### config.mk
export PLATFORM = sky130hd
export DESIGN_NAME = psda_bridge
export DESIGN_NICKNAME = d
export VERILOG_FILES = /design/src/psda_pkg.sv /design/src/psda_bridge.sv
export SDC_FILE = /design/constraint.sdc
export NUM_CORES = 1
export LEC_CHECK = 0
export BUFFER_PORTS_ARGS = -buffer_cell sky130_fd_sc_hd__buf_4
export CAP_MARGIN = 30
export CORE_ASPECT_RATIO = 1.4
export CORE_MARGIN = 5
export CORE_UTILIZATION = 30
export DETAILED_ROUTE_END_ITERATION = 8
export SKIP_LAST_GASP = 1
export SYNTH_ARGS = -nofsm -noshare
export SYNTH_HDL_FRONTEND = slang
export SYNTH_SLANG_ARGS = --single-unit
### constraint.sdc
create_clock -name clk -period 2.7 [get_ports clk]
set_input_delay 0.54 -clock clk [delete_from_list [all_inputs] [get_ports clk]]
set_output_delay 0.54 -clock clk [all_outputs]
set_load 0.02 [all_outputs]
### src/psda_pkg.sv
// Functional notes
// - Table address is page above effective address.
// - Page bit 7 selects configuration memory.
// - Visibility address is page above EA low 15.
// - Visibility only when EA bit 15 and enable.
// - EA bit 15 dropped; page bit 0 forms bit 15.
// - Visibility path is user-space and read-only.
// - Visibility returns program word bits 15:0.
// - Visibility read needs two program fetches; the bridge issues only one for a mid-repeat read.
// - Outside repeat: moves plus one, others plus two.
// - Repeat edges plus two, other iterations none.
// - Table operations never use visibility mapping.
// - Word low read returns bits 15:0.
// - Byte low read picks byte by select bit.
// - Word high read returns bits 23:16, upper zero.
// - Byte high read of phantom byte is zero.
// - Program addresses step by two per word.
// - Any byte address; configuration reads allowed.
//
// Package of the program space data access bridge: register map, field positions,
// penalty counts, request kinds and the carrier structs shared by the design.
// Assumes a single core clock domain and word-wide AHB-Lite register access.
package psda_pkg;

	// Register byte offsets on the AHB-Lite slave.
	localparam logic [7:0] OFS_TABLE_PAGE = 8'h00;
	localparam logic [7:0] OFS_VIS_PAGE   = 8'h04;
	localparam logic [7:0] OFS_CORE_CTRL  = 8'h08;
	localparam logic [7:0] OFS_STATUS     = 8'h0C;
	localparam logic [7:0] OFS_LAST_ADDR  = 8'h10;

	// Reset values.
	localparam logic [7:0] TABLE_PAGE_RST = 8'h00;
	localparam logic [7:0] VIS_PAGE_RST   = 8'h00;
	localparam logic [7:0] CORE_CTRL_RST  = 8'h00;

	// Field positions.
	localparam int CORE_VIS_BIT     = 2;
	localparam int STAT_BUSY_BIT    = 0;
	localparam int STAT_BLOCKED_BIT = 1;
	localparam int EA_MSB           = 15;
	localparam int PAGE_CFG_BIT     = 7;
	localparam int BYTE_SEL_BIT     = 0;
	localparam int HTRANS_ACT_BIT   = 1;

	// Bus encodings.
	localparam logic [2:0] HSIZE_WORD = 3'h2;
	localparam logic       HRESP_OKAY = 1'h0;

	// Extra cycles added to a visibility read.
	localparam logic [1:0] EXTRA_MOVE     = 2'h1;
	localparam logic [1:0] EXTRA_OTHER    = 2'h2;
	localparam logic [1:0] EXTRA_RPT_EDGE = 2'h2;
	localparam logic [1:0] EXTRA_RPT_MID  = 2'h0;

	// Program memory byte-lane masks.
	localparam logic [2:0] PM_MASK_NONE = 3'h0;
	localparam logic [2:0] PM_MASK_LOW  = 3'h1;
	localparam logic [2:0] PM_MASK_MID  = 3'h2;
	localparam logic [2:0] PM_MASK_WORD = 3'h3;
	localparam logic [2:0] PM_MASK_HIGH = 3'h4;

	typedef enum logic [2:0] {
		PSDA_DATA_RD, PSDA_DATA_WR, PSDA_TBL_RD_LO, PSDA_TBL_RD_HI, PSDA_TBL_WT_LO, PSDA_TBL_WT_HI
	} psda_kind_type;

	typedef struct packed {
		psda_kind_type kind;
		logic [15:0]   effective_address;
		logic          byte_mode;
		logic [15:0]   wdata;
		logic          transfer_move;
		logic          in_repeat;
		logic          repeat_edge;
	} psda_cpu_req_type;

	typedef struct packed {
		logic        rd;
		logic        wr;
		logic [23:0] addr;
		logic        config_space;
		logic [23:0] wdata;
		logic [2:0]  wmask;
	} psda_pm_req_type;

	typedef struct packed {
		logic        rd;
		logic        wr;
		logic [15:0] addr;
		logic [15:0] wdata;
		logic        byte_mode;
	} psda_dm_req_type;

endpackage
### src/psda_bridge.sv
// Program space data access bridge: forms program addresses for table operations
// and the visibility window, shapes read data and adds the visibility penalty cycles.
// Assumes program and data memories answer a read one cycle after the request,
// and that the CPU holds a request until it sees ready.
//
// The register addresses and the AHB-Lite slave port were left to the implementer.
`timescale 1ns/1ps

module psda_bridge (
	// Clock and reset.
	input  wire logic                       clk,
	input  wire logic                       rstn,
	// AHB-Lite register slave.
	input  wire logic                       hsel,
	input  wire logic [31:0]                haddr,
	input  wire logic [1:0]                 htrans,
	input  wire logic                       hwrite,
	input  wire logic [2:0]                 hsize,
	input  wire logic [31:0]                hwdata,
	input  wire logic                       hready,
	output logic                            hreadyout,
	output logic                            hresp,
	output logic [31:0]                     hrdata,
	// CPU data path.
	input  wire logic                       cpu_req_valid,
	input  wire psda_pkg::psda_cpu_req_type cpu_req,
	output logic                            cpu_req_ready,
	output logic                            cpu_stall,
	output logic                            cpu_rsp_valid,
	output logic [15:0]                     cpu_rsp_data,
	// Program memory.
	output psda_pkg::psda_pm_req_type       pm_req,
	input  wire logic [23:0]                pm_rdata,
	// Data memory.
	output psda_pkg::psda_dm_req_type       dm_req,
	input  wire logic [15:0]                dm_rdata
);
	import psda_pkg::*;

	typedef enum logic [2:0] {ST_IDLE, ST_ISSUE, ST_CAPTURE, ST_PENALTY, ST_RESPOND} psda_state_type;

	// Register file state.
	logic [7:0]  table_page_select_reg;
	logic [7:0]  table_page_select_next;
	logic [7:0]  visibility_page_select_reg;
	logic [7:0]  visibility_page_select_next;
	logic [7:0]  core_control_reg;
	logic [7:0]  core_control_next;
	logic        blocked_reg;
	logic        blocked_next;
	logic [23:0] last_addr_reg;
	logic [23:0] last_addr_next;
	logic        wr_pend_reg;
	logic        wr_pend_next;
	logic [7:0]  wr_addr_reg;
	logic [7:0]  wr_addr_next;
	logic [31:0] hrdata_reg;
	logic [31:0] hrdata_next;

	// Engine state.
	psda_state_type   state_reg;
	psda_state_type   state_next;
	psda_cpu_req_type op_reg;
	psda_cpu_req_type op_next;
	logic             vis_reg;
	logic             vis_next;
	logic [1:0]       extra_reg;
	logic [1:0]       extra_next;
	logic [1:0]       count_reg;
	logic [1:0]       count_next;
	logic [15:0]      rdata_reg;
	logic [15:0]      rdata_next;
	psda_pm_req_type  pm_req_reg;
	psda_pm_req_type  pm_req_next;
	psda_dm_req_type  dm_req_reg;
	psda_dm_req_type  dm_req_next;

	// Decode of the incoming request.
	logic             accept;
	logic             visibility_enable;
	logic             vis_hit;
	logic             is_table;
	logic [23:0]      table_addr;
	logic [23:0]      vis_addr;
	logic             ahb_take;
	logic             blocked_set;
	logic             bsel;

	// Register read mux; the bits above each register's width read as zero.
	function automatic logic [31:0] reg_read(input logic [7:0] ofs,
	                                         input logic [7:0] tps,
	                                         input logic [7:0] vps,
	                                         input logic [7:0] core,
	                                         input logic       busy,
	                                         input logic       blk,
	                                         input logic [23:0] last);
		logic [31:0] v;
		v = 32'h0000_0000;
		unique case (ofs)
			OFS_TABLE_PAGE: v[7:0] = tps;
			OFS_VIS_PAGE:   v[7:0] = vps;
			OFS_CORE_CTRL:  v[7:0] = core;
			OFS_STATUS: begin
				v[STAT_BUSY_BIT]    = busy;
				v[STAT_BLOCKED_BIT] = blk;
			end
			OFS_LAST_ADDR:  v[23:0] = last;
			default:        v = 32'h0000_0000;
		endcase
		return v;
	endfunction

	// Shapes a program word into the 16-bit data result for each read kind.
	function automatic logic [15:0] shape(input psda_kind_type kind,
	                                      input logic byte_mode,
	                                      input logic sel,
	                                      input logic [23:0] p);
		logic [15:0] d;
		d = 16'h0000;
		if (kind == PSDA_TBL_RD_HI) begin
			if (!(byte_mode && sel)) begin
				d[7:0] = p[23:16];
			end
		end else if (byte_mode) begin
			d[7:0] = sel ? p[15:8] : p[7:0];
		end else begin
			d = p[15:0];
		end
		return d;
	endfunction

	// Extra cycles for a visibility read, by instruction class and repeat position.
	function automatic logic [1:0] penalty(input logic move, input logic rpt, input logic edge_it);
		logic [1:0] e;
		e = EXTRA_OTHER;
		if (!rpt) begin
			e = move ? EXTRA_MOVE : EXTRA_OTHER;
		end else begin
			e = edge_it ? EXTRA_RPT_EDGE : EXTRA_RPT_MID;
		end
		return e;
	endfunction

	// Address formation and routing decode, purely combinational from the request.
	assign visibility_enable = core_control_reg[CORE_VIS_BIT];
	assign is_table   = (cpu_req.kind != PSDA_DATA_RD) && (cpu_req.kind != PSDA_DATA_WR);
	assign vis_hit    = !is_table && visibility_enable && cpu_req.effective_address[EA_MSB];
	assign table_addr = {table_page_select_reg, cpu_req.effective_address};
	assign vis_addr   = {1'b0, visibility_page_select_reg, cpu_req.effective_address[14:0]};
	assign accept     = cpu_req_valid && (state_reg == ST_IDLE);
	assign bsel       = op_reg.effective_address[BYTE_SEL_BIT];
	assign ahb_take   = hsel && htrans[HTRANS_ACT_BIT] && hready;
	assign blocked_set = accept && vis_hit && (cpu_req.kind == PSDA_DATA_WR);

	// Engine next state. Only one access is in flight, so the CPU stalls meanwhile.
	always_comb begin
		state_next     = state_reg;
		op_next        = op_reg;
		vis_next       = vis_reg;
		extra_next     = extra_reg;
		count_next     = count_reg;
		rdata_next     = rdata_reg;
		last_addr_next = last_addr_reg;
		pm_req_next    = '0;
		dm_req_next    = '0;
		unique case (state_reg)
			ST_IDLE: begin
				if (accept) begin
					op_next    = cpu_req;
					vis_next   = vis_hit;
					extra_next = penalty(cpu_req.transfer_move, cpu_req.in_repeat,
					                     cpu_req.repeat_edge);
					count_next = 2'h0;
					state_next = ST_ISSUE;
					unique case (cpu_req.kind)
						PSDA_DATA_RD: begin
							if (vis_hit) begin
								pm_req_next.rd   = 1'b1;
								pm_req_next.addr = vis_addr;
								last_addr_next   = vis_addr;
							end else begin
								dm_req_next.rd        = 1'b1;
								dm_req_next.addr      = cpu_req.effective_address;
								dm_req_next.byte_mode = cpu_req.byte_mode;
							end
						end
						PSDA_DATA_WR: begin
							// A write into the window is dropped; it never reaches program memory.
							if (!vis_hit) begin
								dm_req_next.wr        = 1'b1;
								dm_req_next.addr      = cpu_req.effective_address;
								dm_req_next.wdata     = cpu_req.wdata;
								dm_req_next.byte_mode = cpu_req.byte_mode;
							end
						end
						PSDA_TBL_RD_LO, PSDA_TBL_RD_HI: begin
							pm_req_next.rd           = 1'b1;
							pm_req_next.addr         = table_addr;
							pm_req_next.config_space = table_page_select_reg[PAGE_CFG_BIT];
							last_addr_next           = table_addr;
						end
						PSDA_TBL_WT_LO: begin
							pm_req_next.wr           = 1'b1;
							pm_req_next.addr         = table_addr;
							pm_req_next.config_space = table_page_select_reg[PAGE_CFG_BIT];
							pm_req_next.wdata        = {8'h00, cpu_req.wdata};
							pm_req_next.wmask        = PM_MASK_WORD;
							if (cpu_req.byte_mode) begin
								pm_req_next.wdata = {8'h00, cpu_req.wdata[7:0], cpu_req.wdata[7:0]};
								pm_req_next.wmask = cpu_req.effective_address[BYTE_SEL_BIT] ?
								                    PM_MASK_MID : PM_MASK_LOW;
							end
							last_addr_next = table_addr;
						end
						PSDA_TBL_WT_HI: begin
							// The phantom byte has no storage, so a byte write to it writes nothing.
							pm_req_next.wr           = 1'b1;
							pm_req_next.addr         = table_addr;
							pm_req_next.config_space = table_page_select_reg[PAGE_CFG_BIT];
							pm_req_next.wdata        = {cpu_req.wdata[7:0], 16'h0000};
							pm_req_next.wmask        = PM_MASK_HIGH;
							if (cpu_req.byte_mode && cpu_req.effective_address[BYTE_SEL_BIT]) begin
								pm_req_next.wmask = PM_MASK_NONE;
							end
							last_addr_next = table_addr;
						end
						default: begin
							state_next = ST_RESPOND;
						end
					endcase
				end
			end
			ST_ISSUE: begin
				if (op_reg.kind == PSDA_DATA_WR || op_reg.kind == PSDA_TBL_WT_LO ||
				    op_reg.kind == PSDA_TBL_WT_HI) begin
					state_next = ST_RESPOND;
				end else begin
					state_next = ST_CAPTURE;
				end
			end
			ST_CAPTURE: begin
				if (op_reg.kind == PSDA_DATA_RD && !vis_reg) begin
					rdata_next = dm_rdata;
					state_next = ST_RESPOND;
				end else begin
					rdata_next = shape(op_reg.kind, op_reg.byte_mode, bsel, pm_rdata);
					state_next = (vis_reg && extra_reg != 2'h0) ? ST_PENALTY : ST_RESPOND;
				end
			end
			ST_PENALTY: begin
				// The first penalty cycle requests the second program fetch of the window; it shows on pm_req one cycle later.
				if (count_reg == 2'h0) begin
					pm_req_next.rd   = 1'b1;
					pm_req_next.addr = last_addr_reg;
				end
				count_next = count_reg + 2'h1;
				if (count_reg + 2'h1 == extra_reg) begin
					state_next = ST_RESPOND;
				end
			end
			ST_RESPOND: begin
				state_next = ST_IDLE;
			end
			default: begin
				state_next = ST_IDLE;
			end
		endcase
	end

	// Engine registers.
	always_ff @(posedge clk) begin
		if (!rstn) begin
			state_reg     <= ST_IDLE;
			op_reg        <= '0;
			vis_reg       <= 1'b0;
			extra_reg     <= 2'h0;
			count_reg     <= 2'h0;
			rdata_reg     <= 16'h0000;
			last_addr_reg <= 24'h00_0000;
			pm_req_reg    <= '0;
			dm_req_reg    <= '0;
		end else begin
			state_reg     <= state_next;
			op_reg        <= op_next;
			vis_reg       <= vis_next;
			extra_reg     <= extra_next;
			count_reg     <= count_next;
			rdata_reg     <= rdata_next;
			last_addr_reg <= last_addr_next;
			pm_req_reg    <= pm_req_next;
			dm_req_reg    <= dm_req_next;
		end
	end

	// Register file next values. A write lands in its data phase; reads are taken
	// from the next values so a read right behind a write sees the new contents.
	always_comb begin
		table_page_select_next      = table_page_select_reg;
		visibility_page_select_next = visibility_page_select_reg;
		core_control_next           = core_control_reg;
		blocked_next                = blocked_reg;
		wr_pend_next                = ahb_take && hwrite && (hsize == HSIZE_WORD);
		wr_addr_next                = haddr[7:0];
		hrdata_next                 = hrdata_reg;
		if (wr_pend_reg) begin
			unique case (wr_addr_reg)
				OFS_TABLE_PAGE: table_page_select_next = hwdata[7:0];
				OFS_VIS_PAGE:   visibility_page_select_next = hwdata[7:0];
				OFS_CORE_CTRL:  core_control_next = hwdata[7:0];
				OFS_STATUS: begin
					if (hwdata[STAT_BLOCKED_BIT]) begin
						blocked_next = 1'b0;
					end
				end
				default: begin
					blocked_next = blocked_next;
				end
			endcase
		end
		// A blocked write in the same cycle as a clear keeps the flag set.
		if (blocked_set) begin
			blocked_next = 1'b1;
		end
		if (ahb_take && !hwrite) begin
			hrdata_next = reg_read(haddr[7:0], table_page_select_next,
			                       visibility_page_select_next, core_control_next,
			                       state_next != ST_IDLE, blocked_next, last_addr_next);
		end
	end

	// Register file registers.
	always_ff @(posedge clk) begin
		if (!rstn) begin
			table_page_select_reg      <= TABLE_PAGE_RST;
			visibility_page_select_reg <= VIS_PAGE_RST;
			core_control_reg           <= CORE_CTRL_RST;
			blocked_reg                <= 1'b0;
			wr_pend_reg                <= 1'b0;
			wr_addr_reg                <= 8'h00;
			hrdata_reg                 <= 32'h0000_0000;
		end else begin
			table_page_select_reg      <= table_page_select_next;
			visibility_page_select_reg <= visibility_page_select_next;
			core_control_reg           <= core_control_next;
			blocked_reg                <= blocked_next;
			wr_pend_reg                <= wr_pend_next;
			wr_addr_reg                <= wr_addr_next;
			hrdata_reg                 <= hrdata_next;
		end
	end

	// Outputs. The slave never waits, so every transfer completes in one data phase.
	assign hreadyout     = 1'b1;
	assign hresp         = HRESP_OKAY;
	assign hrdata        = hrdata_reg;
	assign cpu_req_ready = (state_reg == ST_IDLE);
	assign cpu_stall     = (state_reg != ST_IDLE);
	assign cpu_rsp_valid = (state_reg == ST_RESPOND);
	assign cpu_rsp_data  = rdata_reg;
	assign pm_req        = pm_req_reg;
	assign dm_req        = dm_req_reg;

endmodule

==> summary.txt <==
Power and ir drop
  • LEAKAGE: 4.591 nW
  • Peak VDD IR: 407.4 uV
  • PD cells: 586.6 mW/mm2

Detailed routing
  • Final wirelength: 24.63 mm
  • Post-DRT Antenna Nets: 0
  • DR vias: 7041
  • Initial DRC count: 541
  • DR WL/cell: 17.36 um
  • DR DRC count: 0
  • Via density per instance: 4.962
  • Detailed Routing Iterations Pass 1: 6

Setup path
  • Critical-path top delay cell: or4_4
  • Worst r2r src: wr_addr_reg[1]$_SDFF_PN0_
  • Critical path type: reg -> reg
  • Worst endpoint required time: 3.01 ns
  • CP bufs+invs: 1
  • Crit. Startpoint: wr_addr_reg[1]$_SDFF_PN0_
  • Critical Path Max Stage Delay: 0.55 ns
  • Crit path DAT: 2.74 ns
  • CP delay by family, top: simple AND/OR/NAND/NOR gates
  • Max Fanout on Critical Path: 7
  • Cell Chain, Critical Path: or4_4 > nor4_4 > buf_4 > mux2_2 > a221oi_1 > o22ai_1
  • CP Capture Type: register
  • Worst Setup Start Kind: register

STA
  • RSZ-0062 raised after global routing: no
  • Setup TNS: 0 ns
  • Worst slew margin: 41.76%
  • Worst-margin pin slew: 0.8669 ns
  • Clk_skew: 0.01294 ns
  • Fin worst setup slack: 0.2740 ns
  • Final worst-path cycle share: 89.85%
  • Pins Over Slew Limit: 0
  • Fin crit period: 2.426 ns
  • F_max: 412.2 MHz
  • Final Hold Vio Count: 0
  • Finish-stage setup viols: 0

Clocking
  • Cts repair resizes: 0
  • Total CTS buffers: 17
  • Post-CTS Setup Repair Bufs: 0
  • Clk buf depth: 2
  • Hold bufs inserted after CTS: 0
  • CTS H-tree depth: 4
  • CTS sink count: 200
  • TritonCTS clock tree: yes
  • CTS root buf: clkbuf_16
  • Clock Pin Slew Worst Setup and Hold Paths: 0.08 ns
  • Skew-Pair Late Insertion Delay: 0.45 ns

Floorplan
  • Core Footprint: 0.02610 mm2
  • Ports: 296
  • Die width: 147.4 um
  • Die H: 202.3 um
  • Full die area: 0.02981 mm2
  • Site Rows: 70
  • Initial Util: 30.36%

Logic synthesis
  • Synth async-reset ratio: 0%
  • Synth Flop Type: dfxtp_1
  • Number of synthesized register bits: 200
  • Yosys top cell area share: 50.52%
  • Register area share after synthesis: 50.52%
  • Syn Inst Count: 860
  • Area leader, netlist: dfxtp_1
  • Leading post-synthesis cells by cell area: dfxtp_1 51%, nor2_1 4.7%, and2_1 4.1%
  • Synth warn: 0
  • Cell Area, Synth: 0.007925 mm2
  • Syn_area_per_cell: 9.215 um2
  • Post-synth EDFFs: 0
  • Synth unique cells: 65

Finish
  • Antenna Cells: 0
  • Synth-to-layout area growth: 34.40%
  • Final #Nets: 1237
  • Final instance area: 0.01065 mm2
  • Largest register FFs: 54
  • Fraction of layout cells with a size suffix above 1: 29.77%
  • Non-Filler Instances: 1419

Placement
  • I/O Buffers: 236
  • Post-Place Cell Area: 0.01006 mm2
  • Pre-CTS setup slack: 0.3074 ns
  • Gpl congestion: 0.8156
  • Dpl hpwl: 18.71 mm
  • Placed Instances: 1387

Global routing
  • Grt total ovfl: 0
  • Largest net degree at the start of global routing: 37
  • Vias in the first global route: 6726
  • Total track usage: 16.05%
  • Antenna violations before repair: 0
  • First-pass GRT wire length: 37.77 mm

Worst hold path
  • Hold path start: haddr[0]
  • Min-Delay Path Class: in -> reg

Run status
  • Status: finished clean

Job
  • Max Cap Viol: 0
[layout by cell type, fill, tap and decap left out, types with 4 or more instances in the layout]
cell type	instances
mux2_2	11
clkbuf_16	17
a31oi_1	5
o31ai_1	9
clkinv_8	4
a221oi_1	15
inv_1	9
nor3_1	16
buf_4	270
a21oi_1	63
nand3_1	19
conb_1	10
dfxtp_1	200
o21ai_0	16
o211ai_1	8
nand4_1	14
a22oi_1	27
nor2b_1	6
a211o_1	8
nand4b_1	4
and3_1	35
nor2_1	99
and2_1	52
o22ai_1	6
a2bb2oi_1	15
nor3b_1	9
mux2i_1	27
nand2_1	56
[per-layer routing]
| layer | part of all wire, % | vias up | global-route usage, % | wire length [um] |
|---|---|---|---|---|
| met5 | 0 | - | 0 | 0 |
| met4 | 3.3 | 0 | 7.129 | 820 |
| met1 | 41 | 3237 | 19.53 | 10030 |
| met2 | 49 | 270 | 26.78 | 12150 |
| li1 | - | 3489 | - | - |
| met3 | 6.6 | 45 | 3.992 | 1627 |
[worst reg2reg max path, delay by kind of cell, from the launching register on]
kind	cells	cell delay [ns]
mux	1	0.36
buf+inv	1	0.22
compound gates	2	0.59
simple gates	2	0.80
flops	1	0.32
[cell usage after synthesis (2+ instances only)]
cell       count
a2bb2oi_1     15
a32oi_1        3
conb_1         2
o22ai_1        6
and3b_1        3
clkbuf_1      57
a211oi_1       2
nor2_1        99
nor4b_1        2
nand4bb_1      2
nand3_1       19
a211o_1        8
o32a_1         2
o211ai_1       8
nand2_1       56
a21oi_1       64
buf_4         10
and3_1        35
a31oi_1        5
or2_2          3
nand4_1       14
a32o_1         2
o21ai_0       16
a22oi_1       27
o2bb2ai_1      2
mux2_2        11
o31ai_1        9
buf_1          3
dfxtp_1      200
inv_1          9
buf_2          4
nor3b_1        9
nor2b_1        6
nand3b_1       2
nor4_1         3
and2_1        52
o41ai_1        2
a21o_1         3
nor3_1        16
nand4b_1       4
mux2i_1       27
a221oi_1      15
[path summary, 6_finish.rpt]
check,end,slack (ns),depth (start not counted)
max,hrdata[4]$_SDFFE_PN0P_,0.27,6
min,wr_addr_reg[0]$_SDFF_PN0_,0.31,2
max reg2reg,hrdata[4]$_SDFFE_PN0P_,0.27,6
min reg2reg,cpu_rsp_data[2]$_SDFFE_PN0P_,0.45,2
[cells by family after synthesis]
logic type | count (synthesis) | share of synthesized area (%)
buffers and inverters | 85 | 4.657
DFF | 200 | 50.52
muxes | 39 | 5.115
adders and majority gates | 1 | 0.1579
AOI/OAI and AO/OA | 196 | 16.94
xor gates and xnor gates | 2 | 0.2211
other | 2 | 0.09476
and+or+nand+nor | 335 | 22.29
[final cells by class]
type / instances / area (um2)
repair buffers: 270 / 2027
inverters: 10 / 37.54
flip-flops and latches: 200 / 4004
clock inverters: 15 / 162.7
multi-input cells: 583 / 3590
well taps: 324 / 405.4
fillers: 2634 / 15450
clock buffers: 17 / 425.4
[power breakdown]
part	switching [W]	total [W]	internal, W	leakage [nW]
Sequential	0.0000441	0.00306	0.00301	1.62
Clock	0.00126	0.00249	0.00124	0.281
Combinational	0.000404	0.000700	0.000296	2.69
[through the flow]
step / total power, W / hold WS (ns) / utilization (%)
floorplan: 0.003499 / 0.4324 / -
global placement: 0.003819 / 0.4397 / 38.56
detailed placement: 0.003828 / 0.4446 / 38.56
CTS: 0.006324 / 0.2876 / 40.81
global route: 0.006504 / 0.3014 / 40.81
finish: 0.006248 / 0.3081 / 40.81
Power figures use the tool's default switching activity.
